<file path="src/design/trace_port_defs.svh">
// constants for the branch trace / ram monitor debug port
`ifndef TRACE_PORT_DEFS_SVH
`define TRACE_PORT_DEFS_SVH
`define IDLE_NIB 4'h3
`define HDR_PREFIX 2'h2
`define SZ_4 2'h0
`define SZ_8 2'h1
`define SZ_16 2'h2
`define SZ_32 2'h3
`define CMP_INIT 32'h00000000
`define ST_BUSY 4'h0
`define ST_READY 4'h1
`define ST_CMD_ERR 4'h2
`define ST_BUS_ERR 4'h4
`define DIR_READ 2'h2
`define DIR_WRITE 2'h3
`define ACC_BYTE 2'h0
`define ACC_WORD 2'h1
`define ACC_LONG 2'h2
`define ADDR_NIBS 4'h8
`define IO8_BASE 32'hFFFFF000
`define IO8_MASK 32'hFFFFF000
`define EXT_LIMIT 32'h00400000
`define OFF_CTRL 4'h0
`define OFF_STATUS 4'h4
`define OFF_CMP 4'h8
`define CTRL_SINGLE 0
`define CTRL_TRACE_EN 1
`define AXI_OKAY 2'h0
`define AXI_SLVERR 2'h2
`endif

</file>
<file path="src/design/trace_port_pkg.sv">
// types shared by the debug port design
package trace_port_pkg;
  // monitor sequence, gray coded along the usual path
  typedef enum logic [2:0] {
    M_CMD = 3'h0,
    M_ADDR = 3'h1,
    M_DATA = 3'h3,
    M_BUSY = 3'h2,
    M_STAT = 3'h6,
    M_RDAT = 3'h7
  } mon_state_type;
  // one access request toward the system bus
  typedef struct packed {
    logic [31:0] addr;
    logic [31:0] wdata;
    logic [1:0] size;
    logic write;
  } mem_req_type;
endpackage : trace_port_pkg

</file>
<file path="src/design/trace_port.sv">
// branch trace and ram monitor debug port with axi4-lite control
`timescale 1ns/1ps
`include "trace_port_defs.svh"
module trace_port (
  input wire logic aclk,
  input wire logic aresetn,
  // core side
  input wire logic branch_valid,
  input wire logic [31:0] branch_target,
  output trace_port_pkg::mem_req_type mem_req,
  output logic mem_req_valid,
  input wire logic mem_ack,
  input wire logic mem_err,
  input wire logic [31:0] mem_rdata,
  // debug pins
  input wire logic debug_reset_n,
  input wire logic debug_mode_select,
  input wire logic debug_link_clock_in,
  output logic debug_link_clock_out,
  output logic debug_link_clock_oe,
  input wire logic frame_sync_n_in,
  output logic frame_sync_n_out,
  output logic frame_sync_n_oe,
  input wire logic [3:0] debug_nibble_bus_in,
  output logic [3:0] debug_nibble_bus_out,
  output logic debug_nibble_bus_oe,
  // axi4-lite slave
  input wire logic [3:0] s_awaddr,
  input wire logic s_awvalid,
  output logic s_awready,
  input wire logic [31:0] s_wdata,
  input wire logic [3:0] s_wstrb,
  input wire logic s_wvalid,
  output logic s_wready,
  output logic [1:0] s_bresp,
  output logic s_bvalid,
  input wire logic s_bready,
  input wire logic [3:0] s_araddr,
  input wire logic s_arvalid,
  output logic s_arready,
  output logic [31:0] s_rdata,
  output logic [1:0] s_rresp,
  output logic s_rvalid,
  input wire logic s_rready
);

  // size code from the match of upper bits against compare value
  // one, two, four or eight nibble codes
  function automatic logic [1:0] size_code(input logic [31:0] a, input logic [31:0] c);
    if (a[31:4] == c[31:4]) size_code = `SZ_4;
    else if (a[31:8] == c[31:8]) size_code = `SZ_8;
    else if (a[31:16] == c[31:16]) size_code = `SZ_16;
    else size_code = `SZ_32;
  endfunction : size_code

  // nibble count for a trace size code or an access size
  function automatic logic [3:0] nib_count(input logic [1:0] sc, input logic acc);
    if (acc) nib_count = (sc == `ACC_BYTE) ? 4'h2 : (sc == `ACC_WORD) ? 4'h4 : 4'h8;
    else nib_count = (sc == `SZ_4) ? 4'h1 : (sc == `SZ_8) ? 4'h2 :
      (sc == `SZ_16) ? 4'h4 : 4'h8;
  endfunction : nib_count

  // pin synchronisers, two stages each
  logic [7:0] pin_s1_r;
  logic [7:0] pin_s2_r;
  always_ff @(posedge aclk) begin
    pin_s1_r <= {debug_reset_n, debug_mode_select, debug_link_clock_in,
      frame_sync_n_in, debug_nibble_bus_in};
    pin_s2_r <= pin_s1_r;
  end
  logic drst_n_s;
  logic mode_s;
  logic lck_s;
  logic fs_n_s;
  logic [3:0] nib_s;
  assign {drst_n_s, mode_s, lck_s, fs_n_s, nib_s} = pin_s2_r;

  // port reset from system or debug reset
  logic prst;
  assign prst = !aresetn || !drst_n_s;

  // mode caught while debug reset is held
  logic mode_r;
  always_ff @(posedge aclk) begin
    if (!aresetn) begin
      mode_r <= 1'b1;
    end else if (!drst_n_s) begin
      mode_r <= mode_s;
    end
  end

  // control register: single chip flag, trace enable
  logic [1:0] ctrl_r;

  // link clock edge detection in monitor mode
  logic lck_d_r;
  always_ff @(posedge aclk) begin
    if (prst) lck_d_r <= 1'b1;
    else lck_d_r <= lck_s;
  end
  logic lck_rise;
  logic lck_fall;
  assign lck_rise = lck_s && !lck_d_r;
  assign lck_fall = !lck_s && lck_d_r;

  // ---------------- branch trace ----------------
  logic lclk_r;
  logic pend_r;
  logic [31:0] pend_addr_r;
  logic [31:0] cmp_r;
  logic [31:0] tsh_r;
  logic [3:0] tcnt_r;
  logic tick;
  // update point: link clock about to fall
  assign tick = lclk_r && !mode_r;
  // first update point after a branch only arms the header
  logic arm_r;
  // header goes out on the second update point
  logic emit;
  assign emit = tick && pend_r && arm_r;

  always_ff @(posedge aclk) begin
    if (prst || mode_r) lclk_r <= 1'b0;
    else lclk_r <= !lclk_r;
  end

  // pending branch latch, newest wins
  always_ff @(posedge aclk) begin
    if (prst) begin
      pend_r <= 1'b0;
      arm_r <= 1'b0;
      pend_addr_r <= `CMP_INIT;
    end else if (branch_valid && !mode_r && ctrl_r[`CTRL_TRACE_EN]) begin
      pend_r <= 1'b1;
      arm_r <= 1'b0;
      pend_addr_r <= branch_target;
    // arm on one update point, emit on the next
    end else if (tick && pend_r) begin
      pend_r <= !arm_r;
      arm_r <= !arm_r;
    end
  end

  // trace shifter and nibble counter
  always_ff @(posedge aclk) begin
    if (prst) begin
      tsh_r <= `CMP_INIT;
      tcnt_r <= 4'h0;
    end else if (emit) begin
      tsh_r <= pend_addr_r;
      tcnt_r <= nib_count(size_code(pend_addr_r, cmp_r), 1'b0);
    end else if (tick && tcnt_r != 4'h0) begin
      tsh_r <= {4'h0, tsh_r[31:4]};
      tcnt_r <= tcnt_r - 4'h1;
    end
  end

  // compare value and source of the running transfer
  logic [31:0] cur_addr_r;
  always_ff @(posedge aclk) begin
    if (prst) begin
      cmp_r <= `CMP_INIT;
      cur_addr_r <= `CMP_INIT;
    end else if (emit) begin
      cur_addr_r <= pend_addr_r;
    end else if (tick && tcnt_r == 4'h1) begin
      cmp_r <= cur_addr_r;
    end
  end

  // ---------------- ram monitor ----------------
  trace_port_pkg::mon_state_type mst_r;
  logic [1:0] acc_r;
  logic wr_r;
  logic [31:0] maddr_r;
  logic [31:0] mwdata_r;
  logic [31:0] mrdata_r;
  logic [3:0] mcnt_r;
  logic [3:0] stat_r;
  logic issued_r;
  logic berr;

  assign berr = (acc_r == `ACC_WORD && maddr_r[0]) ||
    (acc_r == `ACC_LONG && maddr_r[1:0] != 2'h0) ||
    (acc_r == `ACC_LONG && (maddr_r & `IO8_MASK) == `IO8_BASE) ||
    (ctrl_r[`CTRL_SINGLE] && maddr_r >= `EXT_LIMIT &&
      (maddr_r & `IO8_MASK) != `IO8_BASE);

  // monitor sequencer
  always_ff @(posedge aclk) begin
    if (prst || !mode_r) begin
      mst_r <= trace_port_pkg::M_CMD;
      acc_r <= `ACC_BYTE;
      wr_r <= 1'b0;
      maddr_r <= 32'h00000000;
      mwdata_r <= 32'h00000000;
      mcnt_r <= 4'h0;
      stat_r <= `ST_BUSY;
    end else begin
      case (mst_r)
        // sample only with sync held low
        trace_port_pkg::M_CMD: begin
          if (lck_rise && !fs_n_s) begin
            acc_r <= nib_s[1:0];
            wr_r <= nib_s[2];
            maddr_r <= 32'h00000000;
            mwdata_r <= 32'h00000000;
            mcnt_r <= 4'h0;
            // command nibble holds dir and size
            if (nib_s[3:2] != `DIR_READ && nib_s[3:2] != `DIR_WRITE ||
                nib_s[1:0] == 2'h3) begin
              stat_r <= `ST_CMD_ERR;
              mst_r <= trace_port_pkg::M_STAT;
            end else begin
              stat_r <= `ST_BUSY;
              mst_r <= trace_port_pkg::M_ADDR;
            end
          end
        end
        trace_port_pkg::M_ADDR: begin
          if (lck_rise && !fs_n_s) begin
            maddr_r <= maddr_r | (32'(nib_s) << {mcnt_r, 2'b00});
            mcnt_r <= mcnt_r + 4'h1;
            if (mcnt_r == `ADDR_NIBS - 4'h1) begin
              mcnt_r <= 4'h0;
              mst_r <= wr_r ? trace_port_pkg::M_DATA : trace_port_pkg::M_BUSY;
            end
          end
        end
        trace_port_pkg::M_DATA: begin
          if (lck_rise && !fs_n_s) begin
            mwdata_r <= mwdata_r | (32'(nib_s) << {mcnt_r, 2'b00});
            mcnt_r <= mcnt_r + 4'h1;
            if (mcnt_r == nib_count(acc_r, 1'b1) - 4'h1) begin
              mcnt_r <= 4'h0;
              mst_r <= trace_port_pkg::M_BUSY;
            end
          end
        end
        trace_port_pkg::M_BUSY: begin
          if (berr) begin
            stat_r <= `ST_BUS_ERR;
            mst_r <= trace_port_pkg::M_STAT;
          end else if (mem_ack) begin
            stat_r <= mem_err ? `ST_BUS_ERR : `ST_READY;
            mst_r <= trace_port_pkg::M_STAT;
          end
        end
        trace_port_pkg::M_STAT: begin
          if (fs_n_s) begin
            mcnt_r <= 4'h0;
            mst_r <= (stat_r == `ST_READY && !wr_r) ?
              trace_port_pkg::M_RDAT : trace_port_pkg::M_CMD;
          end
        end
        trace_port_pkg::M_RDAT: begin
          if (lck_fall) begin
            mcnt_r <= mcnt_r + 4'h1;
            if (mcnt_r == nib_count(acc_r, 1'b1)) mst_r <= trace_port_pkg::M_CMD;
          end
        end
        default: mst_r <= trace_port_pkg::M_CMD;
      endcase
    end
  end

  // system bus request, held until acknowledged
  always_ff @(posedge aclk) begin
    if (prst || !mode_r) begin
      mem_req_valid <= 1'b0;
      mem_req <= '0;
      issued_r <= 1'b0;
    end else if (mst_r == trace_port_pkg::M_BUSY && !berr && !issued_r) begin
      mem_req_valid <= 1'b1;
      mem_req <= '{addr: maddr_r, wdata: mwdata_r, size: acc_r, write: wr_r};
      issued_r <= 1'b1;
    end else if (mem_ack) begin
      mem_req_valid <= 1'b0;
    end else if (mst_r != trace_port_pkg::M_BUSY) begin
      issued_r <= 1'b0;
    end
  end

  // read data capture
  always_ff @(posedge aclk) begin
    if (prst) mrdata_r <= 32'h00000000;
    else if (mst_r == trace_port_pkg::M_BUSY && mem_ack) mrdata_r <= mem_rdata;
  end

  // ---------------- pin drivers ----------------
  always_ff @(posedge aclk) begin
    if (prst) begin
      debug_link_clock_out <= 1'b0;
      debug_link_clock_oe <= 1'b0;
      frame_sync_n_out <= 1'b1;
      frame_sync_n_oe <= 1'b0;
      debug_nibble_bus_out <= `IDLE_NIB;
      debug_nibble_bus_oe <= 1'b0;
    end else if (!mode_r) begin
      // link clock falls where the nibble changes, tool samples on the rise
      debug_link_clock_out <= !lclk_r;
      debug_link_clock_oe <= 1'b1;
      frame_sync_n_oe <= 1'b1;
      debug_nibble_bus_oe <= 1'b1;
      if (tick) begin
        if (emit) begin
          // header on the second update point
          frame_sync_n_out <= 1'b1;
          debug_nibble_bus_out <= {`HDR_PREFIX, size_code(pend_addr_r, cmp_r)};
        end else if (tcnt_r != 4'h0) begin
          frame_sync_n_out <= 1'b0;
          debug_nibble_bus_out <= tsh_r[3:0];
        end else begin
          frame_sync_n_out <= 1'b1;
          debug_nibble_bus_out <= `IDLE_NIB;
        end
      end
    end else begin
      debug_link_clock_out <= 1'b0;
      debug_link_clock_oe <= 1'b0;
      frame_sync_n_out <= 1'b1;
      frame_sync_n_oe <= 1'b0;
      if (mst_r == trace_port_pkg::M_BUSY || mst_r == trace_port_pkg::M_STAT) begin
        debug_nibble_bus_oe <= 1'b1;
        debug_nibble_bus_out <= (mst_r == trace_port_pkg::M_BUSY) ? `ST_BUSY : stat_r;
      end else if (mst_r == trace_port_pkg::M_RDAT) begin
        debug_nibble_bus_oe <= 1'b1;
        if (lck_fall) debug_nibble_bus_out <= 4'(mrdata_r >> {mcnt_r, 2'b00});
      end else begin
        debug_nibble_bus_oe <= 1'b0;
        debug_nibble_bus_out <= `IDLE_NIB;
      end
    end
  end

  // ---------------- axi4-lite slave ----------------
  logic wr_go;
  assign wr_go = s_awvalid && s_wvalid && !s_bvalid && !s_awready;

  // write channel: take address and data together
  always_ff @(posedge aclk) begin
    if (!aresetn) begin
      s_awready <= 1'b0;
      s_wready <= 1'b0;
      s_bvalid <= 1'b0;
      s_bresp <= `AXI_OKAY;
      ctrl_r <= 2'h3;
    end else begin
      s_awready <= wr_go;
      s_wready <= wr_go;
      // answer only once both handshakes are done
      if (s_awready) begin
        s_bvalid <= 1'b1;
        s_bresp <= (s_awaddr == `OFF_CTRL) ? `AXI_OKAY : `AXI_SLVERR;
        if (s_awaddr == `OFF_CTRL && s_wstrb[0]) ctrl_r <= s_wdata[1:0];
      end else if (s_bready) begin
        s_bvalid <= 1'b0;
      end
    end
  end

  // read channel
  always_ff @(posedge aclk) begin
    if (!aresetn) begin
      s_arready <= 1'b0;
      s_rvalid <= 1'b0;
      s_rdata <= 32'h00000000;
      s_rresp <= `AXI_OKAY;
    end else begin
      s_arready <= s_arvalid && !s_rvalid && !s_arready;
      // data follows the address handshake
      if (s_arvalid && s_arready) begin
        s_rvalid <= 1'b1;
        s_rresp <= `AXI_OKAY;
        case (s_araddr)
          `OFF_CTRL: s_rdata <= {30'h0, ctrl_r};
          `OFF_STATUS: s_rdata <= {21'h0, stat_r, 1'b0, mst_r, mode_r, pend_r,
            tcnt_r != 4'h0};
          `OFF_CMP: s_rdata <= cmp_r;
          default: begin
            s_rdata <= 32'h00000000;
            s_rresp <= `AXI_SLVERR;
          end
        endcase
      end else if (s_rready) begin
        s_rvalid <= 1'b0;
      end
    end
  end

endmodule : trace_port

</file>
<file path="config.mk">
export PLATFORM = sky130hd
export DESIGN_NAME = trace_port
export DESIGN_NICKNAME = d
export VERILOG_FILES = /design/src/design/trace_port_pkg.sv /design/src/design/trace_port.sv
export VERILOG_INCLUDE_DIRS = /design/src /design/src/design
export SDC_FILE = /design/constraint.sdc
export NUM_CORES = 1
export LEC_CHECK = 0
export BUFFER_PORTS_ARGS = -buffer_cell sky130_fd_sc_hd__buf_2
export CAP_MARGIN = 30
export CORE_ASPECT_RATIO = 1.75
export CORE_MARGIN = 10
export CORE_UTILIZATION = 60
export CTS_CLUSTER_DIAMETER = 150
export DETAILED_ROUTE_END_ITERATION = 10
export PLACE_DENSITY = 0.87
export SLEW_MARGIN = 20
export SYNTH_ARGS = -nofsm -noshare
export SYNTH_HDL_FRONTEND = slang
export SYNTH_SLANG_ARGS = --single-unit
</file>
<file path="constraint.sdc">
create_clock -name aclk -period 5.25 [get_ports aclk]
set_input_delay 1.05 -clock aclk [delete_from_list [all_inputs] [get_ports aclk]]
set_output_delay 1.05 -clock aclk [all_outputs]
set_load 0.01 [all_outputs]
</file>
==> qor.txt <==
Routability Congestion -> 0.911
Worst r2r path cells -> 8
CTS H-tree depth -> 2
Sw power -> 0.00121 W
Worst Skew -> 0.0273 ns
Crit-path max cell delay -> 0.55 ns
Critical path buffers and inverters -> 2
Die X -> 137 um
CP max FO -> 34
Crit Path Category -> flop to flop
DIE HEIGHT -> 224 um
Area Growth Syn to Fin -> 16.1%
Hold buffer count at CTS -> 0
Crit path from -> maddr_r[31]$_SDFFE_PP0P_
Fraction of layout cells with a size suffix above 1 -> 18.6%
Seq cells post-synth -> 378
Worst-margin pin slew -> 0.916 ns
Post-cts sizing count -> 0
Largest net degree at the start of global routing -> 85
Pleak -> 6.26 nW
Max VDD drop -> 0.276 mV
Multi-input gate area in the final layout -> 6300 um^2
Async SR Flop Fraction -> 0%
Crit share post-route -> 54.4%
Mapped Cells -> 1615
Number of antenna violations at the first check in global routing -> 2
Pwr Total -> 0.00550 W
TritonCTS Buffers -> 34
Max-cap violations -> 0
Setup ws final -> 2.40 ns
Num rows -> 74
Port Buffers -> 208
Most common cell after layout, fill and taps aside -> dfxtp_1
Worst hold endpoint -> pin_s2_r[6]$_DFF_P_
Slowest-stage cell, CP -> buf_4
Hold WS -> 0.326 ns
Max-slew headroom -> 38.9%
YS warnings -> 0
Routed Antenna Nets -> 0
Final nets -> 1905
Die ar. -> 30700 um^2
Routed WL -> 40.6 mm
PwrDens -> 331 nW/um^2
Fillers -> 1710
Vias in the first global route -> 12396
Reg2reg start -> maddr_r[31]$_SDFFE_PP0P_
Post-route DRC -> 0
First-iteration detailed-routing DRC count -> 1042
DP HPWL -> 28.6 mm
Initial Util -> 61.1%
EDFF count, synth -> 0
Slew Limit Fails -> 0
Sequential cell area -> 7570 um^2
Post-synthesis sequential area ratio -> 52.8%
WHS Path Cells -> 0
Clk buf depth -> 3
Setup crit end kind -> flop
Clk_lat worst skew -> 0.54 ns
Flop-to-flop setup slack -> 2.40 ns
P_int -> 0.00430 W
GRT Residual Overflow -> 0
Worst min-delay path startpoint -> pin_s1_r[6]$_DFF_P_
Post-DR wirelength/cell -> 19.3 um
# setup viols final -> 0
I/O pin cnt -> 244
All-Layer GR Usage -> 25.5%
First-pass GRT wire length -> 62.8 mm
Worst path arrival time -> 3.22 ns
Switching share of total power -> 21.9%
Max Clk Rate -> 350 MHz
Clock power frac -> 44.3%
Worst-path clk slew -> 0.07 ns
Core footprint -> 23400 um^2
Minimum clock period -> 2.85 ns
Clock Tree Root -> clkbuf_16
RSZ-0062 raised after global routing -> no
CTS tree -> yes
Status -> finished clean
Setup TNS -> 0 ns
Final Hold Viols -> 0
Hold WC Path Type -> flop to flop
Sink Count -> 378
Primary FF master, synth -> dfxtp_1
Postcts setup bufs -> 0
RR Endpoint -> mem_req[65]$_SDFFE_PP0P_
Total number of vias -> 12212
Worst Setup Start Kind -> flop
CP Cell Sequence -> nand4_1 > or3_1 > o211a_1 > nor4_4 > buf_4 > buf_12 > mux2i_1 > nor2_1
Library cells used by synthesis -> 56
CP delay by family, top -> buffers and inverters
Seq pwr share -> 52.6%
DR pass1 iterations -> 5
Combinational share of power -> 3.1%
Most frequent cells in the layout -> dfxtp_1, nand2_1, a21oi_1
Mean Syn Cell Area -> 8.87 um^2
DP Worst Slack -> 2.23 ns
Mapped cell area -> 14300 um^2
Critical Path RT -> 5.61 ns
Drt via density -> 5.80
==> metal layers <==
layer / vias to the layer above / wire, um / track usage (%)
li1: 5776 / - / -
met1: 5811 / 13400 / 24.4
met2: 480 / 22100 / 47.5
met3: 145 / 2490 / 4.80
met4: 0 / 2630 / 17.1
met5: - / 0 / 0
==> state kept, by name, summed over array words and instances, names as in the netlist, 8 cells and up <==
register / count
pin_s1_r: 8
tsh_r: 32
s_rdata: 32
cur_addr_r: 32
maddr_r: 32
cmp_r: 32
mem_req: 67
pend_addr_r: 32
mwdata_r: 32
pin_s2_r: 8
mrdata_r: 32
==> through the flow <==
| step | util [%] | cells | area, um^2 |
|---|---|---|---|
| detailed placement | 66.2 | 2042 | 15500 |
| global placement | 66.0 | 2039 | 15500 |
| finish | 71.0 | 2104 | 16600 |
| floorplan | - | 1616 | 14300 |
| CTS | 70.8 | 2100 | 16600 |
| global route | 71.0 | 2104 | 16600 |
==> worst max path at each step <==
stage / end / slack, ns / cells after the start
floorplan: s_rdata[11]$_SDFFE_PN0P_ / 2.72 / 6
global placement: stat_r[2]$_SDFFE_PP0P_ / 2.14 / 4
detailed placement: mrdata_r[5]$_SDFFE_PP0P_ / 2.23 / 4
CTS: mem_req[65]$_SDFFE_PP0P_ / 2.42 / 8
global route: mem_req[58]$_SDFFE_PP0P_ / 2.21 / 8
finish: mem_req[65]$_SDFFE_PP0P_ / 2.40 / 8
==> cell families after synthesis <==
group                    synth area share [%]
AND/OR/NAND/NOR                          19.6
flip-flops                               52.8
AO/OA/AOI/OAI                            13.1
multiplexers                             8.99
buffers and inverters                    3.38
XOR/XNOR                                 1.84
adder cells (fa/ha/maj)                 0.262
other                                  0.0262
==> layout make-up <==
class	instances	area share, %
Antenna cell	2	0.0301
Clock buffer	42	5.54
Clock inverter	16	0.933
Inverter	6	0.136
Multi-Input combinational cell	1123	37.9
Sequential cell	378	45.5
Tap cell	304	2.29
Timing Repair Buffer	233	7.63
==> synth_stat cells (12+ instances only) <==
library cell	count	area [um^2]
mux2_2	29	327
nor4_1	12	75.1
clkbuf_1	95	357
nor2b_1	36	225
a21oi_1	246	1230
dfxtp_1	378	7570
xor2_1	26	228
nand2_1	333	1250
nor2_1	158	593
and2_1	25	156
a22oi_1	31	233
o21ai_0	21	105
mux2i_1	78	781
nand3_1	14	70.1
==> power by group through the flow <==
stage / registers, W / logic [W] / clock network [W]
4_1_cts: 0.00290 / 0.000170 / 0.00246
6_report: 0.00290 / 0.000173 / 0.00244
2_1_floorplan: 0.00296 / 0.0000995 / 0
3_3_place_gp: 0.00296 / 0.000164 / 0
5_1_grt: 0.00290 / 0.000187 / 0.00257
3_5_place_dp: 0.00296 / 0.000169 / 0
Note: power is estimated with default switching activity, not from simulation.
